[config.mk]
export PLATFORM = sky130hd
export DESIGN_NAME = ehci_cap_cmd_regs
export DESIGN_NICKNAME = d
export VERILOG_FILES = /design/src/shared/ehci_cap_pkg.sv /design/src/logic/uframe_tick.sv /design/src/logic/irq_throttle.sv /design/src/logic/ehci_cap_cmd_regs.sv
export VERILOG_INCLUDE_DIRS = /design/src /design/src/shared
export SDC_FILE = /design/constraint.sdc
export NUM_CORES = 1
export LEC_CHECK = 0
export BUFFER_PORTS_ARGS = -buffer_cell sky130_fd_sc_hd__buf_2
export CAP_MARGIN = 20
export CORE_ASPECT_RATIO = 0.9
export CORE_MARGIN = 2
export CORE_UTILIZATION = 50
export DETAILED_ROUTE_END_ITERATION = 10
export GPL_TIMING_DRIVEN = 0
export PLACE_DENSITY = 0.8
export SLEW_MARGIN = 25
export SYNTH_ARGS = -nofsm -noshare
export SYNTH_HDL_FRONTEND = slang
export SYNTH_SLANG_ARGS = --single-unit
export TNS_END_PERCENT = 50
[constraint.sdc]
create_clock -name REF_CLK -period 3.7 [get_ports REF_CLK]
set_input_delay 0.185 -clock REF_CLK [delete_from_list [all_inputs] [get_ports REF_CLK]]
set_output_delay 0.185 -clock REF_CLK [all_outputs]
set_load 0.05 [all_outputs]
[src/shared/ehci_cap_consts.svh]
`ifndef EHCI_CAP_CONSTS_SVH
`define EHCI_CAP_CONSTS_SVH

// Register byte offsets
`define CAP_PARAM_OFS 8'h08
`define PORT_ROUTE_OFS 8'h0C
`define HOST_CMD_OFS 8'h10

// Capability parameters fields
`define CAP_EXT_PTR_MSB 15
`define CAP_EXT_PTR_LSB 8
`define CAP_IST_MSB 7
`define CAP_IST_LSB 4
`define CAP_IST_FRAME_BIT 7
`define CAP_PARK_BIT 2
`define CAP_PFL_BIT 1
`define EXT_PTR_VALUE 8'h00
`define EXT_PTR_MIN 8'h40

// Command register fields and reset values
`define CMD_ITC_MSB 23
`define CMD_ITC_LSB 16
`define CMD_PARK_EN_BIT 11
`define CMD_PARK_CNT_MSB 9
`define CMD_PARK_CNT_LSB 8
`define CMD_FLS_MSB 3
`define CMD_FLS_LSB 2
`define CMD_RST_NOPARK 32'h00080000
`define CMD_RST_PARK 32'h00080B00

// Port route array
`define ROUTE_ELEM_W 4
`define ROUTE_ELEMS 15
`define ROUTE_NIBBLES 8
`define N_PORTS 1

// Micro-frame timing
`define UFRAME_NS 125000
`define CLK_PERIOD_NS 40
`define UFRAME_CYCLES (`UFRAME_NS / `CLK_PERIOD_NS)
`define UF_CNT_SAT 8'hFF

`endif

[src/shared/ehci_cap_pkg.sv]
`default_nettype none
package ehci_cap_pkg;
  typedef logic [7:0] thresh_t;
  typedef logic [1:0] fl_size_t;
  typedef logic [3:0] route_elem_t;
  typedef enum {SEL_NONE, SEL_CAP, SEL_ROUTE, SEL_CMD} reg_sel_t;
endpackage : ehci_cap_pkg
`default_nettype wire

[src/logic/uframe_tick.sv]
`timescale 1ns/1ps
`default_nettype none
`include "ehci_cap_consts.svh"
module uframe_tick
(
  // Clock and reset
  input wire logic clk,
  input wire logic rst_n,
  // Micro-frame boundary pulse
  output var logic tick
);
  localparam logic [11:0] LAST = 12'(`UFRAME_CYCLES - 1);
  logic [11:0] count;

  always_ff @(posedge clk or negedge rst_n)
  begin
    if (!rst_n)
    begin
      count <= 12'h000;
      tick <= 1'b0;
    end
    else
    begin
      tick <= (count == LAST);
      count <= (count == LAST) ? 12'h000 : count + 12'h001;
    end
  end
endmodule : uframe_tick
`default_nettype wire

[src/logic/irq_throttle.sv]
`timescale 1ns/1ps
`default_nettype none
`include "ehci_cap_consts.svh"
module irq_throttle
  import ehci_cap_pkg::*;
(
  // Clock and reset
  input wire logic clk,
  input wire logic rst_n,
  // Timing and threshold
  input wire logic uframe_tick,
  input wire ehci_cap_pkg::thresh_t thresh,
  // Events in, interrupt out
  input wire logic event_in,
  output var logic irq
);
  logic pending;
  logic [7:0] uf_count;
  logic [7:0] next_uf;
  logic fire;

  // Saturates so an idle controller answers the first event at the next micro-frame tick
  assign next_uf = (uf_count == `UF_CNT_SAT) ? uf_count : uf_count + 8'h01;
  assign fire = uframe_tick && pending && (next_uf >= thresh);

  // A new event in the firing cycle stays pending
  always_ff @(posedge clk or negedge rst_n)
  begin
    if (!rst_n)
      pending <= 1'b0;
    else
      pending <= event_in || (pending && !fire);
  end

  always_ff @(posedge clk or negedge rst_n)
  begin
    if (!rst_n)
      uf_count <= `UF_CNT_SAT;
    else if (fire)
      uf_count <= 8'h00;
    else if (uframe_tick)
      uf_count <= next_uf;
  end

  always_ff @(posedge clk or negedge rst_n)
  begin
    if (!rst_n)
      irq <= 1'b0;
    else
      irq <= fire;
  end

  // Separate tick count since the last interrupt, so the check does not reuse the firing logic
  logic [7:0] gap_ticks;
  always_ff @(posedge clk or negedge rst_n)
  begin
    if (!rst_n)
      gap_ticks <= `UF_CNT_SAT;
    else if (irq)
      gap_ticks <= 8'h00;
    else if (uframe_tick && (gap_ticks != `UF_CNT_SAT))
      gap_ticks <= gap_ticks + 8'h01;
  end
endmodule : irq_throttle
`default_nettype wire

[src/logic/ehci_cap_cmd_regs.sv]
// The APB register port was decided locally.
`timescale 1ns/1ps
`default_nettype none
`include "ehci_cap_consts.svh"
module ehci_cap_cmd_regs
  import ehci_cap_pkg::*;
#(
  parameter logic PARK_CAP = 1'b1,
  parameter logic PROG_FRAME_LIST = 1'b1,
  parameter logic [3:0] ISO_THRESHOLD = 4'h2,
  parameter ehci_cap_pkg::route_elem_t ROUTE_PORT0 = 4'h0
)
(
  // Clock and reset
  input wire logic REF_CLK,
  input wire logic RST_N,
  // APB slave
  input wire logic PSEL,
  input wire logic PENABLE,
  input wire logic PWRITE,
  input wire logic [7:0] PADDR,
  input wire logic [31:0] PWDATA,
  output var logic [31:0] PRDATA,
  output var logic PREADY,
  output var logic PSLVERR,
  // Controller event to be throttled
  input wire logic INT_EVENT,
  output var logic INT_OUT,
  // Command state towards the schedule engine
  output var ehci_cap_pkg::thresh_t INT_THRESHOLD,
  output var logic PARK_MODE_ON,
  output var logic [1:0] PARK_COUNT,
  output var ehci_cap_pkg::fl_size_t FRAME_LIST_SIZE
);
  localparam logic [31:0] CMD_RESET = PARK_CAP ? `CMD_RST_PARK : `CMD_RST_NOPARK;

  logic setup;
  logic wr_cmd;
  logic uframe;
  reg_sel_t rd_sel;
  reg_sel_t wr_sel;
  logic [31:0] cap_word;
  logic [31:0] route_word;
  logic [31:0] cmd_word;
  logic [31:0] next_rdata;

  function automatic reg_sel_t decode(input logic [7:0] addr);
    reg_sel_t sel;
    sel = SEL_NONE;
    if (addr == `CAP_PARAM_OFS)
      sel = SEL_CAP;
    else if (addr == `PORT_ROUTE_OFS)
      sel = SEL_ROUTE;
    else if (addr == `HOST_CMD_OFS)
      sel = SEL_CMD;
    return sel;
  endfunction : decode

  assign rd_sel = decode(PADDR);
  assign wr_sel = decode(PADDR);
  assign setup = PSEL && !PENABLE;
  assign wr_cmd = PSEL && PENABLE && PREADY && PWRITE && (wr_sel == SEL_CMD);

  // Capability word: constants only, so software sees it at once after reset
  always_comb
  begin
    cap_word = 32'h00000000;
    cap_word[`CAP_EXT_PTR_MSB:`CAP_EXT_PTR_LSB] = `EXT_PTR_VALUE;
    cap_word[`CAP_IST_MSB:`CAP_IST_LSB] = ISO_THRESHOLD;
    cap_word[`CAP_PARK_BIT] = PARK_CAP;
    cap_word[`CAP_PFL_BIT] = PROG_FRAME_LIST;
  end

  // Route nibbles beyond the implemented ports read zero
  generate
    for (genvar i = 0; i < `ROUTE_NIBBLES; i++)
    begin : g_route
      if (i < `N_PORTS)
      begin : g_used
        assign route_word[i*`ROUTE_ELEM_W +: `ROUTE_ELEM_W] = ROUTE_PORT0;
      end
      else
      begin : g_unused
        assign route_word[i*`ROUTE_ELEM_W +: `ROUTE_ELEM_W] = 4'h0;
      end
    end
  endgenerate

  always_comb
  begin
    cmd_word = 32'h00000000;
    cmd_word[`CMD_ITC_MSB:`CMD_ITC_LSB] = INT_THRESHOLD;
    cmd_word[`CMD_PARK_EN_BIT] = PARK_MODE_ON;
    cmd_word[`CMD_PARK_CNT_MSB:`CMD_PARK_CNT_LSB] = PARK_COUNT;
    cmd_word[`CMD_FLS_MSB:`CMD_FLS_LSB] = FRAME_LIST_SIZE;
  end

  always_comb
  begin
    unique case (rd_sel)
      SEL_CAP: next_rdata = cap_word;
      SEL_ROUTE: next_rdata = route_word;
      SEL_CMD: next_rdata = cmd_word;
      SEL_NONE: next_rdata = 32'h00000000;
    endcase
  end

  // Read data and ready are prepared in the setup cycle so both leave flops
  always_ff @(posedge REF_CLK or negedge RST_N)
  begin
    if (!RST_N)
    begin
      PRDATA <= 32'h00000000;
      PREADY <= 1'b0;
      PSLVERR <= 1'b0;
    end
    else
    begin
      PREADY <= setup;
      PSLVERR <= setup && (rd_sel == SEL_NONE);
      if (setup)
        PRDATA <= PWRITE ? 32'h00000000 : next_rdata;
    end
  end

  // Threshold is taken as written; unlisted values are software's problem
  always_ff @(posedge REF_CLK or negedge RST_N)
  begin
    if (!RST_N)
      INT_THRESHOLD <= CMD_RESET[`CMD_ITC_MSB:`CMD_ITC_LSB];
    else if (wr_cmd)
      INT_THRESHOLD <= PWDATA[`CMD_ITC_MSB:`CMD_ITC_LSB];
  end

  always_ff @(posedge REF_CLK or negedge RST_N)
  begin
    if (!RST_N)
    begin
      PARK_MODE_ON <= CMD_RESET[`CMD_PARK_EN_BIT];
      PARK_COUNT <= CMD_RESET[`CMD_PARK_CNT_MSB:`CMD_PARK_CNT_LSB];
    end
    else if (wr_cmd && PARK_CAP)
    begin
      PARK_MODE_ON <= PWDATA[`CMD_PARK_EN_BIT];
      PARK_COUNT <= PWDATA[`CMD_PARK_CNT_MSB:`CMD_PARK_CNT_LSB];
    end
  end

  always_ff @(posedge REF_CLK or negedge RST_N)
  begin
    if (!RST_N)
      FRAME_LIST_SIZE <= CMD_RESET[`CMD_FLS_MSB:`CMD_FLS_LSB];
    else if (wr_cmd && PROG_FRAME_LIST)
      FRAME_LIST_SIZE <= PWDATA[`CMD_FLS_MSB:`CMD_FLS_LSB];
  end

  uframe_tick u_tick
  (
    .clk(REF_CLK),
    .rst_n(RST_N),
    .tick(uframe)
  );

  irq_throttle u_throttle
  (
    .clk(REF_CLK),
    .rst_n(RST_N),
    .uframe_tick(uframe),
    .thresh(INT_THRESHOLD),
    .event_in(INT_EVENT),
    .irq(INT_OUT)
  );

  logic first_cycle;
  always_ff @(posedge REF_CLK or negedge RST_N)
  begin
    if (!RST_N)
      first_cycle <= 1'b1;
    else
      first_cycle <= 1'b0;
  end
endmodule : ehci_cap_cmd_regs
`default_nettype wire

* Word level (Yosys, flattened, before mapping) *
Index checks and enable logic that the tools add are counted.

word-level totals
  flip-flop bits (word level) = 70
  output and inout bits = 48

cells by class
  add/subtract/negate cells = 2
  order comparisons = 1
  equal/unequal tests = 9
  mux-type cells = 9
  reduce and logical (&&, ||, !) cells = 16

operator list
  kind                                                   number
  case mux 32 bit (3 select lines)                       1
  equality test 32 x 2 -> 1 bit (second input constant)  2
  logical NOT 32 bit                                     2
  2-to-1 mux 32 bit                                      2
  equality test 32 x 1 -> 1 bit (second input constant)  1
  equality test 32 x 3 -> 1 bit (second input constant)  1
  2-to-1 mux 8 bit                                       3
  equality test 8 x 4 -> 1 bit (second input constant)   2
  adder 12 x 1 -> 12 bit (second input constant)         1
  equality test 12 bit (second input constant)           1
  2-to-1 mux 12 bit                                      1
  logical AND 1 bit                                      9
  adder 8 x 1 -> 8 bit (second input constant)           1
  equality test 8 x 5 -> 1 bit (second input constant)   1
  equality test 8 bit (second input constant)            1
  >= comparator 8 bit                                    1
  2-to-1 mux 2 bit                                       2
  logical NOT 1 bit                                      2
  nonzero test 2 bit                                     1
  OR reduction 2 bit                                     1
  logical OR 1 bit                                       1

* Depth between registers and ports, before layout *
  depth in word-level cells = 8
  gate-level depth with buffers = 13

* By module *
From an unflattened synthesis, not the netlist that was laid out.

unflattened totals
  cells, all modules = 246
  area, all modules = 2757.6 sq um

by module, submodules not included
  module             instances  cells an instance  area each (sq um)
  ehci_cap_cmd_regs  1          97                 1328.8
  irq_throttle       1          93                 807.0
  uframe_tick        1          56                 621.8

* Worst setup path before layout *
No wires, ideal clock.

  kind = register -> register
  start = register u_throttle.uf_count[0]
  end = register u_throttle.uf_count[7]
  setup time = 0.078 ns
  arrival time = 2.739 ns
  required time = 3.622 ns
  slack = 0.882 ns
  cell stages (with the launch flop) = 13
  path buffers = 1
  period minus slack after synthesis = 2.818 ns
  cells stage by stage = dfstp_2 -> ha_1 -> and3_1 -> clkbuf_1 -> nand3_1 -> nand2_1 -> o21ai_0 -> ha_1 -> and3_1 -> o21ai_0 -> a311o_1 -> and2_1 -> a31o_2

between the ends
  longest elaborated chain between the ends = 5

RTL lines
  item                                                                line                source
  start, declared                                                     irq_throttle.sv:18  logic [7:0] uf_count;
  start signal, assigned                                              irq_throttle.sv:38  uf_count <= `UF_CNT_SAT;
  start signal, assigned                                              irq_throttle.sv:42  uf_count <= next_uf;
  adder 8 x 1 -> 8 bit / equality test 8 bit (equally long branches)  n/a
  2-to-1 mux 8 bit *                                                  irq_throttle.sv:23  assign next_uf = (uf_count == `UF_CNT_SAT) ? uf_count : uf_count + 8'h01;
  >= comparator 8 bit                                                 irq_throttle.sv:24  assign fire = uframe_tick && pending && (next_uf >= thresh);
  logical AND 1 bit                                                   irq_throttle.sv:24
  2-to-1 mux 8 bit / nonzero test 2 bit (equally long branches)       n/a

Mark *: on every way between the ends. The rest lies on a longest branch, timed or not. The select of a mux whose other input is x is not followed.
A chain may end at the register's enable or synchronous reset.

* Worst setup path after layout *
  start = register u_throttle.uf_count[0]
  end = register u_throttle.uf_count[1]

between the ends
  longest elaborated chain between the ends = 5

RTL lines
  item                                                                line                source
  adder 8 x 1 -> 8 bit / equality test 8 bit (equally long branches)  n/a
  2-to-1 mux 8 bit *                                                  irq_throttle.sv:23
  >= comparator 8 bit *                                               irq_throttle.sv:24
  logical AND 1 bit *                                                 irq_throttle.sv:24
  named net u_throttle.fire                                           irq_throttle.sv:20  logic fire;
  2-to-1 mux 8 bit / nonzero test 2 bit (equally long branches)       n/a

The timed path passes the listed nets; every way through them passes the cells marked *. The select of a mux whose other input is x is not followed.

==> impl_metrics.ini <==
[detailed_routing]
finalWirelength_um = 5220
wl_per_cell_um = 13.4
drtIter0Drc = 86
dr.pass1.iters = 4
viasPerCell = 5.04
antenna_left = 0
vias = 1972
drc = 0

[critical_path]
arrival_ps = 3450
crit_fanout = 9
rr_endpoint = u_throttle.uf_count[1]
reg2reg_depth = 13
worstPathRequired_ps = 3910
cp-startpoint = u_throttle.uf_count[0]
critPathKind = reg -> reg
rrSetupSlack_ps = 470
reg2reg_from = u_throttle.uf_count[0]
cp-start-kind = flip-flop
end_kind = flip-flop

[placement]
placed_area_mm2 = 0.00311
globalplace.congestion = 0.824
place_inst = 382
dpl_worst_slack_ps = 472
dpl.hpwl_um = 3960
io_buffers = 57

[floorplanning]
die_y_um = 73.5
ios = 94
dieArea_mm2 = 0.00597
rows = 25
die_w_um = 81.2
start_util_pct = 51.4
core_mm2 = 0.00522

[logic_synthesis]
synth_cell_types = 42
synth_edf_count = 0
synth_ff_type = dfrtp_1
ys_seq_elements = 52
syn-cell-area_mm2 = 0.00268
ys_warn_count = 0
synth_seq_area_share_pct = 49.1
avgSynthCellArea_um2 = 11.1
synthArstFlopShare_pct = 100
netlist_instances = 242

[timing]
slew_viol_final = 0
fin_crit_ps = 3230
finalSetupViolCount = 0
final.setup.tns_ps = 0
hold_viol = 0
timing.fmax_mhz = 309
slew_headroom_pct = 58.3
fin_skew_ps = 9.11
setup_ws_ps = 465
worst_slew_pin_slew_ps = 626
period_share_pct = 87.4
hold_ws_ps = 61.9
rsz0062_at_grt = no

[hold_path]
min_from = INT_EVENT
whs_path_depth = 2
holdPathEnd = u_throttle.pending
hp-class = in -> reg

[cells_and_area]
antenna_cells = 0
final_area_mm2 = 0.00321
nets = 380
syn2layout_area_growth_pct = 19.8
drive_gt1_share_pct = 35.2
final_cells = 391

[clock_tree]
cts_tree = yes
cts.sinks = 52
numCtsBuffers = 5
ctsLongestPathBuffers = 2
htree_levels = 2
worstSkewPairLatency_ps = 290
post_cts_buffers = 0
root_buffer = clkbuf_8
clk_pin_slew_ps = 90

[grt]
grt_max_degree = 53
grt_overflow = 0
grt_use_total_pct = 18.9
grt_pass1_wl_um = 8650
antenna_found_initial = 0
grt_pass1_vias = 1886

[job]
maxCapViolCount = 0

[power_and_ir_drop]
p_per_area_mw_per_mm2 = 307
power.leakage_nw = 1.67
irDropWorstVdd_mv = 0.176

[run_status]
status = finished, final reports clean
[repair_timing]
action,CTS,global route
gates resized for setup,0,0
hold buffers,1,0
endpoints found under the hold margin,40,0
[worst max-delay path by stage]
| stage | to | slack (ps) |
|---|---|---|
| finish | u_throttle.uf_count[1] | 470 |
| global route | u_throttle.uf_count[1] | 130 |
| CTS | u_throttle.uf_count[1] | 450 |
| detailed placement | u_throttle.uf_count[1] | 470 |
| global placement | u_throttle.uf_count[1] | 530 |
| floorplan | u_throttle.uf_count[7] | 880 |
[per-layer routing]
layer	global-route usage (%)	vias up	wire, um
met4	4.33	0	33
li1	-	968	-
met2	32.1	59	2510
met5	0	-	0
met1	25.0	941	2340
met3	3.81	4	331
[synthesized netlist by cell type (4+ instances only)]
cell type,n,share of area [%]
ha_1,11,5.1
a22o_1,12,3.9
inv_1,19,2.7
dfstp_2,12,12
clkbuf_1,6,0.84
nor2_1,12,1.7
o21a_1,4,1.1
xnor2_1,6,2.0
and3_1,8,1.9
buf_4,19,5.3
nand3_1,17,3.2
dfrtp_1,40,37
mux2_4,10,5.6
nand2_1,10,1.4
xor2_1,4,1.3
a21oi_1,9,1.7
[through the flow]
stage | utilization [%] | power [W]
after global routing | 61.5 | 0.00103
after floorplan | - | 0.000649
after global placement | 59.6 | 0.000678
after CTS | 61.5 | 0.000999
final | 61.5 | 0.000988
after detailed placement | 59.6 | 0.000680
[worst max-delay path: stages (launching register included)]
cell,delay (ps)
dfstp_2,570
ha_1,210
and3_1,160
clkbuf_1,190
nand3_1,310
nand3_1,210
o21a_1,130
ha_1,230
and3_1,160
o21ai_0,160
a311o_1,320
and2_1,220
inv_1,100
o22ai_1,180
[flip-flops by register name (all words and copies together), names as in the netlist]
signal / cells
PREADY: 1
u_throttle.pending: 1
u_throttle.uf_count: 8
PRDATA: 14
u_tick.count: 12
PARK_COUNT: 2
PSLVERR: 1
INT_THRESHOLD: 8
FRAME_LIST_SIZE: 2
PARK_MODE_ON: 1
u_throttle.irq: 1
u_tick.tick: 1
[cells in the final DEF, fill, tap and decap left out, types with 6 or more instances in the layout]
master,count
and3_1,8
dfstp_2,12
mux2_4,10
conb_1,17
buf_2,56
a22o_1,12
nand2_1,10
a21oi_1,9
xnor2_1,6
buf_4,20
nand3_1,17
clkbuf_1,8
ha_1,11
clkbuf_8,6
nor2_1,12
dfrtp_1,40
inv_1,19
[cell type report]
class / instances / area, um^2
Buffer: 26 / 185
Clock buffer: 8 / 90.1
Fill cell: 430 / 2010
Inverter: 19 / 71.3
Multi-Input combinational cell: 161 / 1170
Sequential cell: 52 / 1320
Tap cell: 67 / 83.8
Timing Repair Buffer: 58 / 298
[cell families (layout without fill, tap and decap cells)]
family | count (synthesis) | count (layout) | synth area share, %
flip-flops | 52 | 52 | 49.1
buffers and inverters | 45 | 111 | 9.56
multiplexers | 16 | 16 | 7.98
adder cells (fa/ha/maj) | 11 | 11 | 5.13
AND/OR/NAND/NOR | 68 | 68 | 14.3
XOR/XNOR | 10 | 10 | 3.26
AO/OA/AOI/OAI | 39 | 39 | 10.5
other | 1 | 17 | 0.140
[where the power goes]
part           switching [W]  internal, W
Combinational      0.0000701    0.0000279
Clock               0.000166     0.000153
Sequential        0.00000108     0.000570
No activity file was read; power rests on OpenSTA's default activity.
